===== config.mk =====
export PLATFORM = sky130hd
export DESIGN_NAME = sif_top
export DESIGN_NICKNAME = d
export VERILOG_FILES = /design/src/hw/sif_pkg.sv /design/src/hw/sif_mode_if.sv /design/src/hw/sif_mode_lag.sv /design/src/hw/sif_top.sv
export VERILOG_INCLUDE_DIRS = /design/src /design/src/hw
export SDC_FILE = /design/constraint.sdc
export NUM_CORES = 1
export LEC_CHECK = 0
export BUFFER_PORTS_ARGS = -buffer_cell sky130_fd_sc_hd__buf_2
export CORE_AREA = 3 3 72 74
export CTS_CLUSTER_DIAMETER = 60
export DETAILED_ROUTE_END_ITERATION = 16
export DIE_AREA = 0 0 75 77
export GPL_TIMING_DRIVEN = 0
export PLACE_DENSITY = 0.74
export SETUP_SLACK_MARGIN = 0.3
export SLEW_MARGIN = 20
export SYNTH_ARGS = -nofsm -noshare
export SYNTH_HDL_FRONTEND = slang
export SYNTH_SLANG_ARGS = --single-unit

===== constraint.sdc =====
create_clock -name CORE_CLK -period 4.5 [get_ports CORE_CLK]
set_input_delay 0.45 -clock CORE_CLK [delete_from_list [all_inputs] [get_ports CORE_CLK]]
set_output_delay 0.45 -clock CORE_CLK [all_outputs]
set_load 0.01 [all_outputs]

===== src/hw/sif_cfg.svh =====
`ifndef SIF_CFG_SVH
`define SIF_CFG_SVH
`define SIF_OPSTAT_ADDR 8'h08
`define SIF_IRQSTAT_ADDR 8'h09
`define SIF_OPSTAT_RST 8'h00
`define SIF_IRQSTAT_RST 8'h00
`define SIF_BIT_PEND 7
`define SIF_BIT_LEVEL 6
`define SIF_BIT_FULL 5
`define SIF_BIT_EMPTY 4
`define SIF_BIT_NEW 3
`define SIF_IRQ_WAKE 2
`define SIF_IRQ_ACQ 3
`define SIF_IRQ_EMPTY 4
`define SIF_IRQ_FULL 5
`define SIF_IRQ_LEVEL 6
`define SIF_IRQ_DETECT 7
`define SIF_QUEUE_SLOTS 6'h20
`define SIF_MODE_LAG 2'h3
`endif


===== src/hw/sif_pkg.sv =====
package sif_pkg;
  typedef enum logic [2:0] {
    SIF_SLEEP = 3'h0,
    SIF_STANDBY = 3'h1,
    SIF_WATCH = 3'h2,
    SIF_CONT = 3'h5,
    SIF_COMB = 3'h6,
    SIF_TRIGGERED_BURST_STATE = 3'h7
  } sif_mode_e;
endpackage


===== src/hw/sif_mode_if.sv =====
interface sif_mode_if;
  logic [2:0] shown;
  logic auto_wake;
  modport lag (output shown, output auto_wake);
  modport user (input shown, input auto_wake);
endinterface


===== src/hw/sif_mode_lag.sv =====
`include "sif_cfg.svh"
module sif_mode_lag (
  input wire logic clk, // core clock
  input wire logic rst_b, // async reset
  input wire logic beat, // heartbeat transition strobe
  input wire logic [2:0] cmd, // commanded mode
  input wire logic act, // activity in watch mode
  sif_mode_if.lag m // shown mode
);
  logic [1:0] cnt_q;
  logic [2:0] shown_q;
  logic wake_q;
  logic [2:0] want;
  always_comb begin
    want = cmd;
    if (cmd == 3'h3 || cmd == 3'h4) begin
      want = shown_q;
    end
  end
  always_ff @(posedge clk or negedge rst_b) begin
    if (!rst_b) begin
      cnt_q <= 2'h0;
      shown_q <= 3'h0;
      wake_q <= 1'b0;
    end else begin
      wake_q <= 1'b0;
      if (shown_q == 3'(sif_pkg::SIF_WATCH) && act) begin
        shown_q <= 3'(sif_pkg::SIF_CONT);
        wake_q <= 1'b1;
        cnt_q <= 2'h0;
      end else if (want == shown_q) begin
        cnt_q <= 2'h0;
      end else if (beat) begin
        if (cnt_q == `SIF_MODE_LAG - 2'h1) begin
          shown_q <= want;
          cnt_q <= 2'h0;
        end else begin
          cnt_q <= cnt_q + 2'h1;
        end
      end
    end
  end
  assign m.shown = shown_q;
  assign m.auto_wake = wake_q;
  mode_reserved_a: assert property (@(posedge clk) disable iff (!rst_b)
    shown_q != 3'h3 && shown_q != 3'h4) else $error("reserved mode");
  mode_lag_a: assert property (@(posedge clk) disable iff (!rst_b)
    (beat && want != shown_q && cnt_q == 2'h2 && !act) |=> shown_q == $past(want))
    else $error("mode did not follow");
endmodule // sif_mode_lag


===== src/hw/sif_top.sv =====
`include "sif_cfg.svh"
// Notes on behaviour
// - shown mode lags command up to three beats
// - codes 000 sleep, 001 standby; 011/100 never
// - 010 watch; activity moves to continuous
// - 101 continuous, 110 combined
// - 111 triggered burst, held until command changes
// - new sample bit set until read
// - queue empty level, high after reset
// - queue full only at 32 samples
// - level bit when count reaches threshold
// - pending bit when any flag set
// - flags set only when enabled
// - clear by read or write per interface
// - wake flag on each activity-driven watch-to-continuous move
// - acquire flag in continuous/triggered only
// - empty flag rearms after non-empty
// - full flag rearms after leaving full
// - level flag when count reaches threshold
// - combined detect blocks watch until rearmed
// - rearm option rearms watch on clear of a set detect flag
module sif_top (
  input wire logic CORE_CLK, // 200 MHz
  input wire logic RST_B, // async reset, low
  input wire logic BEAT, // heartbeat transition
  input wire logic [2:0] MODE_CMD, // commanded mode
  input wire logic ACTIVITY, // watch block detects motion
  input wire logic SAMPLE_WR, // sample written to queue/outputs
  input wire logic [5:0] QUEUE_COUNT, // stored samples 0..32
  input wire logic [4:0] QUEUE_THRESH, // threshold field
  input wire logic [7:0] IRQ_ENABLE, // interrupt enables
  input wire logic SPI_SEL, // serial port is spi
  input wire logic CLEAR_BY_WRITE_SELECT, // i2c write-clear option
  input wire logic WATCH_REARM_ON_CLEAR, // rearm watch on clear
  input wire logic REG_RD, // register read strobe
  input wire logic REG_WR, // register write strobe
  input wire logic [7:0] REG_ADDR, // register address
  output logic [7:0] REG_RDATA, // read data
  output logic [7:0] OPERATING_STATUS, // status byte
  output logic [7:0] INTERRUPT_STATUS, // flag byte
  output logic WATCH_ARMED // watch block armed
);
  sif_mode_if mif ();
  sif_mode_lag u_lag (
    .clk(CORE_CLK),
    .rst_b(RST_B),
    .beat(BEAT),
    .cmd(MODE_CMD),
    .act(ACTIVITY),
    .m(mif.lag)
  );
  logic new_q, empty_q, full_q, level_q, armed_q;
  logic empty_seen_q, full_seen_q, prev_comb_q;
  logic [7:0] flag_q, set_v, clr_v, rdata_q;
  logic hit_irq, clr_now, comb, q_empty, q_full, q_level, detect;
  assign hit_irq = REG_ADDR == `SIF_IRQSTAT_ADDR;
  assign clr_now = hit_irq && ((REG_WR && (SPI_SEL || CLEAR_BY_WRITE_SELECT))
    || (REG_RD && !SPI_SEL && !CLEAR_BY_WRITE_SELECT));
  assign comb = mif.shown == 3'(sif_pkg::SIF_COMB);
  assign q_empty = QUEUE_COUNT == 6'h00;
  assign q_full = QUEUE_COUNT >= `SIF_QUEUE_SLOTS;
  assign q_level = QUEUE_COUNT >= {1'b0, QUEUE_THRESH};
  assign detect = comb && armed_q && ACTIVITY;
  always_comb begin
    set_v = 8'h00;
    set_v[`SIF_IRQ_WAKE] = mif.auto_wake;
    set_v[`SIF_IRQ_ACQ] = SAMPLE_WR && (mif.shown == 3'(sif_pkg::SIF_CONT)
      || mif.shown == 3'(sif_pkg::SIF_TRIGGERED_BURST_STATE));
    set_v[`SIF_IRQ_EMPTY] = q_empty && !empty_seen_q;
    set_v[`SIF_IRQ_FULL] = q_full && !full_seen_q;
    set_v[`SIF_IRQ_LEVEL] = q_level;
    set_v[`SIF_IRQ_DETECT] = detect;
    set_v = set_v & IRQ_ENABLE & 8'hfc;
    clr_v = clr_now ? 8'hff : 8'h00;
  end
  always_ff @(posedge CORE_CLK or negedge RST_B) begin
    if (!RST_B) begin
      flag_q <= `SIF_IRQSTAT_RST;
    end else begin
      flag_q <= (flag_q & ~clr_v) | set_v;
    end
  end
  always_ff @(posedge CORE_CLK or negedge RST_B) begin
    if (!RST_B) begin
      empty_seen_q <= 1'b0;
      full_seen_q <= 1'b0;
    end else begin
      if (!q_empty) begin
        empty_seen_q <= 1'b0;
      end else if (set_v[`SIF_IRQ_EMPTY]) begin
        empty_seen_q <= 1'b1;
      end
      if (!q_full) begin
        full_seen_q <= 1'b0;
      end else if (set_v[`SIF_IRQ_FULL]) begin
        full_seen_q <= 1'b1;
      end
    end
  end
  always_ff @(posedge CORE_CLK or negedge RST_B) begin
    if (!RST_B) begin
      armed_q <= 1'b1;
      prev_comb_q <= 1'b0;
    end else begin
      prev_comb_q <= comb;
      if (detect) begin
        armed_q <= 1'b0;
      end else if (!comb && prev_comb_q) begin
        armed_q <= 1'b1;
      end else if (clr_now && WATCH_REARM_ON_CLEAR
          && flag_q[`SIF_IRQ_DETECT]) begin
        armed_q <= 1'b1;
      end
    end
  end
  always_ff @(posedge CORE_CLK or negedge RST_B) begin
    if (!RST_B) begin
      new_q <= 1'b0;
    end else if (SAMPLE_WR) begin
      new_q <= 1'b1;
    end else if (REG_RD && REG_ADDR == `SIF_OPSTAT_ADDR) begin
      new_q <= 1'b0;
    end
  end
  always_ff @(posedge CORE_CLK or negedge RST_B) begin
    if (!RST_B) begin
      empty_q <= 1'b1;
      full_q <= 1'b0;
      level_q <= 1'b0;
    end else begin
      empty_q <= q_empty;
      full_q <= q_full;
      level_q <= q_level;
    end
  end
  logic [7:0] op_v;
  always_comb begin
    op_v = `SIF_OPSTAT_RST;
    op_v[2:0] = mif.shown;
    op_v[`SIF_BIT_NEW] = new_q;
    op_v[`SIF_BIT_EMPTY] = empty_q;
    op_v[`SIF_BIT_FULL] = full_q;
    op_v[`SIF_BIT_LEVEL] = level_q;
    op_v[`SIF_BIT_PEND] = |flag_q;
  end
  always_ff @(posedge CORE_CLK or negedge RST_B) begin
    if (!RST_B) begin
      rdata_q <= 8'h00;
    end else if (REG_RD) begin
      rdata_q <= REG_ADDR == `SIF_OPSTAT_ADDR ? op_v
        : hit_irq ? flag_q : 8'h00;
    end
  end
  assign REG_RDATA = rdata_q;
  always_ff @(posedge CORE_CLK or negedge RST_B) begin
    if (!RST_B) begin
      OPERATING_STATUS <= 8'h10;
      INTERRUPT_STATUS <= 8'h00;
      WATCH_ARMED <= 1'b1;
    end else begin
      OPERATING_STATUS <= op_v;
      INTERRUPT_STATUS <= flag_q;
      WATCH_ARMED <= armed_q;
    end
  end
  set_wins_a: assert property (@(posedge CORE_CLK) disable iff (!RST_B)
    |set_v |=> |flag_q) else $error("set lost");
  flag_enable_a: assert property (@(posedge CORE_CLK) disable iff (!RST_B)
    $rose(flag_q[7]) |-> $past(IRQ_ENABLE[7])) else $error("unenabled");
  pend_match_a: assert property (@(posedge CORE_CLK) disable iff (!RST_B)
    op_v[7] == (flag_q != 8'h00)) else $error("pending wrong");
  empty_level_a: assert property (@(posedge CORE_CLK) disable iff (!RST_B)
    q_empty |=> empty_q) else $error("empty wrong");
  full_only_a: assert property (@(posedge CORE_CLK) disable iff (!RST_B)
    QUEUE_COUNT < 6'h20 |=> !full_q) else $error("full early");
  detect_block_a: assert property (@(posedge CORE_CLK) disable iff (!RST_B)
    detect |=> !armed_q) else $error("watch not blocked");
  acq_mode_a: assert property (@(posedge CORE_CLK) disable iff (!RST_B)
    $rose(flag_q[3]) |-> $past(mif.shown) inside {3'h5, 3'h7})
    else $error("acq in wrong mode");
  new_set_a: assert property (@(posedge CORE_CLK) disable iff (!RST_B)
    SAMPLE_WR |=> new_q) else $error("new sample lost");
endmodule // sif_top


Yosys cells after proc, flatten, opt, wreduce, memory -nomap -nowiden
Index checks and enable logic that the tools add are counted.
W data, S select, Z words.
- bits in registers: 47
- bits of input ports: 40
- output and inout bits: 25
- word-level logic and storage cells: 89
- add/subtract/negate cells: 1
- order comparisons: 2
- eq/ne operators: 13
- multiplexer cells: 22
- bitwise gates (word level): 4
- reduce and logical (&&, ||, !) cells: 31
- operators with widths (cell ; count):
    $mux W8 ; 3
    $and A8 B8 Y8 ; 2
    $eq A8 B4 Y1 const B ; 2
    $mux W3 ; 5
    $logic_and A1 B1 Y1 ; 14
    $eq A3 B3 Y1 const B ; 4
    $mux W1 ; 10
    $mux W2 ; 4
    $not A8 Y8 ; 1
    $or A8 B8 Y8 ; 1
    $reduce_or A8 Y1 ; 1
    $eq A3 B2 Y1 const B ; 2
    $ge A6 B5 Y1 ; 1
    $ge A6 B6 Y1 const B ; 1
    $logic_not A6 Y1 ; 1
    $reduce_bool A2 Y1 ; 3
    $reduce_bool A3 Y1 ; 2
    $logic_not A1 Y1 ; 5
    $logic_or A1 B1 Y1 ; 4
    $ne A2 B2 Y1 const B ; 2
    $eq A3 B3 Y1 ; 1
    $reduce_and A3 Y1 ; 1
    $add A2 B1 Y2 const B ; 1
    $eq A2 B2 Y1 const B ; 1
    $ne A2 B1 Y1 const B ; 1

Depth between registers and ports, before layout
- depth after elaboration: 10
- mapped depth: 7
- mapped depth without buffers: 7

Cells and area by module
A second synthesis with hierarchy kept.
- cells, all modules: 178
- area, all modules: 2160.8 sq um
- by module, submodules not included (module ; instances ; cells each ; area an instance (sq um) ; sequential area each (sq um)):
    sif_top ; 1 ; 126 ; 1645.3 ; 1031.0
    sif_mode_lag ; 1 ; 52 ; 515.5 ; 150.1

Least setup slack after synthesis
No wires, ideal clock.
- path kind: input port to flip-flop
- start point: in QUEUE_COUNT[0]
- end point: reg flag_q[6]
- setup time: 0.134 ns
- arrival time: 1.670 ns
- data required time: 4.366 ns
- slack: 2.696 ns
- stages: 7
- buffers on the path: 0
- cell sequence: inv_1 > ha_1 > nand2b_1 > a21o_1 > a21o_1 > a2111oi_0 > o21ai_1
- word-level cells in the longest chain between the ends: 3
- ends and longest elaborated chain (item ; RTL line ; RTL):
    from (decl) ; sif_top.sv:29 ; input wire logic [5:0] QUEUE_COUNT,
    $ge A6 B5 Y1 ; sif_top.sv:62 ; assign q_level = QUEUE_COUNT >= {1'b0, QUEUE_THRESH};
    $and A8 B8 Y8 ; sif_top.sv:73 ; set_v = set_v & IRQ_ENABLE & 8'hfc;
    $or A8 B8 Y8 ; sif_top.sv:80 ; flag_q <= (flag_q & ~clr_v) | set_v;
    to (signal assigned) ; sif_top.sv:78 ; flag_q <= `SIF_IRQSTAT_RST;
    to (signal assigned) ; sif_top.sv:80 ;
    to (decl) ; sif_top.sv:54 ; logic [7:0] flag_q, set_v, clr_v, rdata_q;
Every way passes these cells.
A chain may end at the register's enable or synchronous reset.

Worst setup path after layout
- start point: reg u_lag.shown_q[1] (netlist: u_lag.m.shown[1])
- end point: reg u_lag.shown_q[0] (netlist: u_lag.m.shown[0])
- word-level cells in the longest chain between the ends: 4
- elaborated cells between the ends (all ways): 9
- classes of those cells: eq/ne (3); mux (2); reduce/logical (4)
- ends and longest elaborated chain (item ; RTL line ; RTL):
    from (decl) ; sif_mode_lag.sv:11 ; logic [2:0] shown_q;
    from (signal assigned) ; sif_mode_lag.sv:28 ; shown_q <= 3'(sif_pkg::SIF_CONT);
    from (signal assigned) ; sif_mode_lag.sv:35 ; shown_q <= want;
    $mux W3 / $eq A3 B2 Y1 (equally long branches) ; sif_mode_lag.sv:16, sif_mode_lag.sv:27 ;
    $eq A3 B3 Y1 / $logic_and A1 B1 Y1 (equally long branches) ; sif_mode_lag.sv:31, sif_mode_lag.sv:27 ;
    $ne A2 B1 Y1 (no line) / $reduce_bool A2 Y1 (equally long branches) ; -- ;
    $reduce_and A3 Y1 (no line) ; -- ;
Several ways; a longest one is shown, not always the timed one.

==> results.yml <==
timing:
  finalCritPeriodShare_pct: 39.7
  fmax_ghz: 0.559
  worst_slack_ns: 2.71
  finalSetupTns_ns: 0
  rsz0062_at_grt: "no"
  worst_pin_slew_ns: 0.695
  drv_slew: 0
  setup_viol: 0
  hold_slack_ns: 0.143
  skew_ns: 0.00345
  slew_headroom_pct: 53.7
  fin_crit_ns: 1.79
  hold_viol_final: 0
setup_path:
  crit_path_top_delay_cell: "dfrtp_1"
  crit_path_end_kind: "flip-flop"
  crit_fanout: 9
  worstPathArrival_ns: 1.97
  critPathBufInv: 1
  crit_type: "flip-flop to flip-flop"
  path_delay_family: "compound AO/OA/AOI/OAI gates"
  cp.required_ns: 4.68
  cp-start-kind: "flip-flop"
  worstPathCellList: "buf_2, nor4_1, a31oi_1, o2111a_1, and3_1, a211o_1"
  crit_path_max_incr_delay_ns: 0.38
logic_synthesis:
  synth_area_sq_um: 2040
  synth_area_leaders: "dfrtp_1, dfstp_2, a22oi_2"
  yosys.area_share.simple_pct: 13.1
  yosysTopAreaCellShare_pct: 52.7
  synth_compound_area_share_pct: 18.7
  syn_nets: 213
  synth_top_family_by_area: "compound AO/OA/AOI/OAI gates"
  synth-xor-area-share_pct: 0
  synth_area_leader_cell: "dfrtp_1"
  ys_seq_area_share_pct: 57.8
  muxShareOfSynthArea_pct: 1.10
  synth_ff_type: "dfrtp_1"
  synth_fa_ha_area_share_pct: 3.06
  synth-edff-count: 0
  postSynthAreaPerCell_sq_um: 12.2
  synth_cells: 168
  async_flop_share_pct: 100
  synth_cell_type_count: 42
  yosys_warnings: 0
  ys_ff_latch: 47
pwr:
  ir_drop_mv: 0.190
  p_leak_nw: 1.22
  p_per_area_nw_per_um2: 405
  p_total_mw: 1.02
layout:
  n_antenna_cell: 0
  nFillCells: 414
  drive_above_1_share_pct: 41.6
  final_nets: 282
  postLayoutCellArea_sq_um: 2510
  instances_no_fill: 292
  fin_util_pct: 54.0
  multi_input_area_sq_um: 736
  layout.area.seq_sq_um: 1180
  syn_to_final_growth_pct: 23.1
routing:
  ant_nets: 0
  first_pass_iters: 4
  first_iter_violations: 64
  vias: 1473
  remaining_drc_errors: 0
  avgViaCountPerCell: 5.04
  routed_wirelength_um: 4060
  wl_per_cell_um: 13.9
placement:
  gp_congestion: 0.821
  pre_cts_slack_ns: 2.46
  place_hpwl_um: 2990
  place_area_sq_um: 2420
  dp.cells: 284
  port_buffers: 62
grt:
  grt_util_all_layers_pct: 15.2
  grt_max_degree: 48
  antenna_found_initial: 0
  grt_remaining_overflow: 0
  grt_pass1_wl_um: 6660
  grt_pass1_vias: 1434
clocking:
  path_clk_slew_ns: 0.08
  post-cts-setup-buffer-count: 0
  post_cts_resize_count: 0
  hold_buffers: 0
  clk_latency_ns: 0.30
  htreeDepth: 2
  cts.path.max_buffers: 2
  clock-sinks: 47
  cts_tree: "yes"
  cts_buffers: 5
  root_buffer: "clkbuf_8"
die:
  core-area_sq_um: 4660
  die_y_um: 77
  die_w_um: 75
  io_pins: 65
  dieArea_sq_um: 5780
  rows: 25
  initial_core_util_pct: 43.8
run_status:
  status: "completed"
min_path:
  min_path_type: "primary input to async pin"
job:
  drv_cap: 0
kinds of logic (layout without fill, tap and decap cells):
| kind of cell | after synthesis | count (layout) |
|---|---|---|
| DFF | 47 | 47 |
| AOI/OAI and AO/OA | 44 | 44 |
| and+or+nand+nor | 41 | 41 |
| buffers and inverters | 29 | 99 |
| adders and majority gates | 5 | 5 |
| muxes | 2 | 2 |
power by group:
group / total (mW) / leakage [nW] / internal (mW) / switching [mW]
Clock: 0.259 / 0.0482 / 0.124 / 0.135
Combinational: 0.217 / 0.628 / 0.0995 / 0.117
Sequential: 0.543 / 0.544 / 0.493 / 0.0495
Total: 1.02 / 1.22 / 0.717 / 0.302
synthesized netlist by cell type, drive strengths merged (3+ instances only):
library cell and count:
o21a 3, nand2b 4, dfrtp 43, nor2b 3
a21o 3, a21oi 5, nor4 3, nand4 3
dfstp 4, buf 5, a22oi 8, and3 4
inv 21, a211o 3, o21ai 9, nor2 3
o31ai 3, ha 5, nand2 9
final timing paths:
check,start,to,slack [ns],cells after the start
max,u_lag.m.shown[1],u_lag.m.shown[0],2.71,6
min,RST_B,OPERATING_STATUS[0],0.14,1
max reg2reg,u_lag.m.shown[1],u_lag.m.shown[0],2.71,6
min reg2reg,u_lag.m.shown[0],OPERATING_STATUS[0],0.37,0
max in group asynchronous,RST_B,OPERATING_STATUS[4],3.98,1
min in group CORE_CLK,QUEUE_COUNT[0],empty_q,0.31,2
flip-flops by register name, indices dropped and copies added (netlist names):
signal,cells
level_q,1
u_lag.m.shown,3
armed_q,1
flag_q,8
u_lag.cnt_q,2
u_lag.m.auto_wake,1
new_q,1
REG_RDATA,8
empty_q,1
prev_comb_q,1
empty_seen_q,1
full_q,1
OPERATING_STATUS,8
WATCH_ARMED,1
full_seen_q,1
INTERRUPT_STATUS,8
layout by cell type (no fill, tap or decap), types with 2 or more instances in the layout:
master,instances
buf_2,63
inv_1,21
a32o_1,2
a21oi_1,5
nor4bb_1,2
nand4_1,3
nor2b_1,3
nand2_1,9
and3_1,4
and2_1,2
o21a_1,3
buf_6,2
mux2_2,2
dfstp_2,4
a22o_1,2
ha_1,5
dfrtp_1,43
clkbuf_1,3
a41oi_1,2
nor2_1,3
nor4_1,3
clkbuf_8,6
nand2b_1,4
a211o_1,3
a22oi_2,8
o21ai_2,8
o31ai_1,3
a21o_1,3
cell type report:
| class | instances | area share, % |
|---|---|---|
| Inverter | 22 | 3.28 |
| Sequential cell | 47 | 47.0 |
| Buffer | 7 | 1.74 |
| Tap cell | 54 | 2.69 |
| Multi-Input combinational cell | 92 | 29.3 |
| Timing Repair Buffer | 62 | 12.4 |
| Clock inverter | 1 | 0.199 |
| Clock buffer | 7 | 3.43 |
metal layers:
metal / track usage, % / routed length (um) / up-vias
met5: 0 / 0 / -
met4: 6.41 / 85 / 0
met3: 4.06 / 174 / 6
met2: 23.1 / 2000 / 40
met1: 20.3 / 1800 / 696
li1: - / - / 731
worst register-to-register path: cells and delay by family, from the launching register on:
family | cells | cell delay, ns
AND/OR/NAND/NOR | 2 | 0.48
flip-flops | 1 | 0.38
buffers and inverters | 1 | 0.18
AO/OA/AOI/OAI | 3 | 0.64
(Power assumes the default switching activity.)
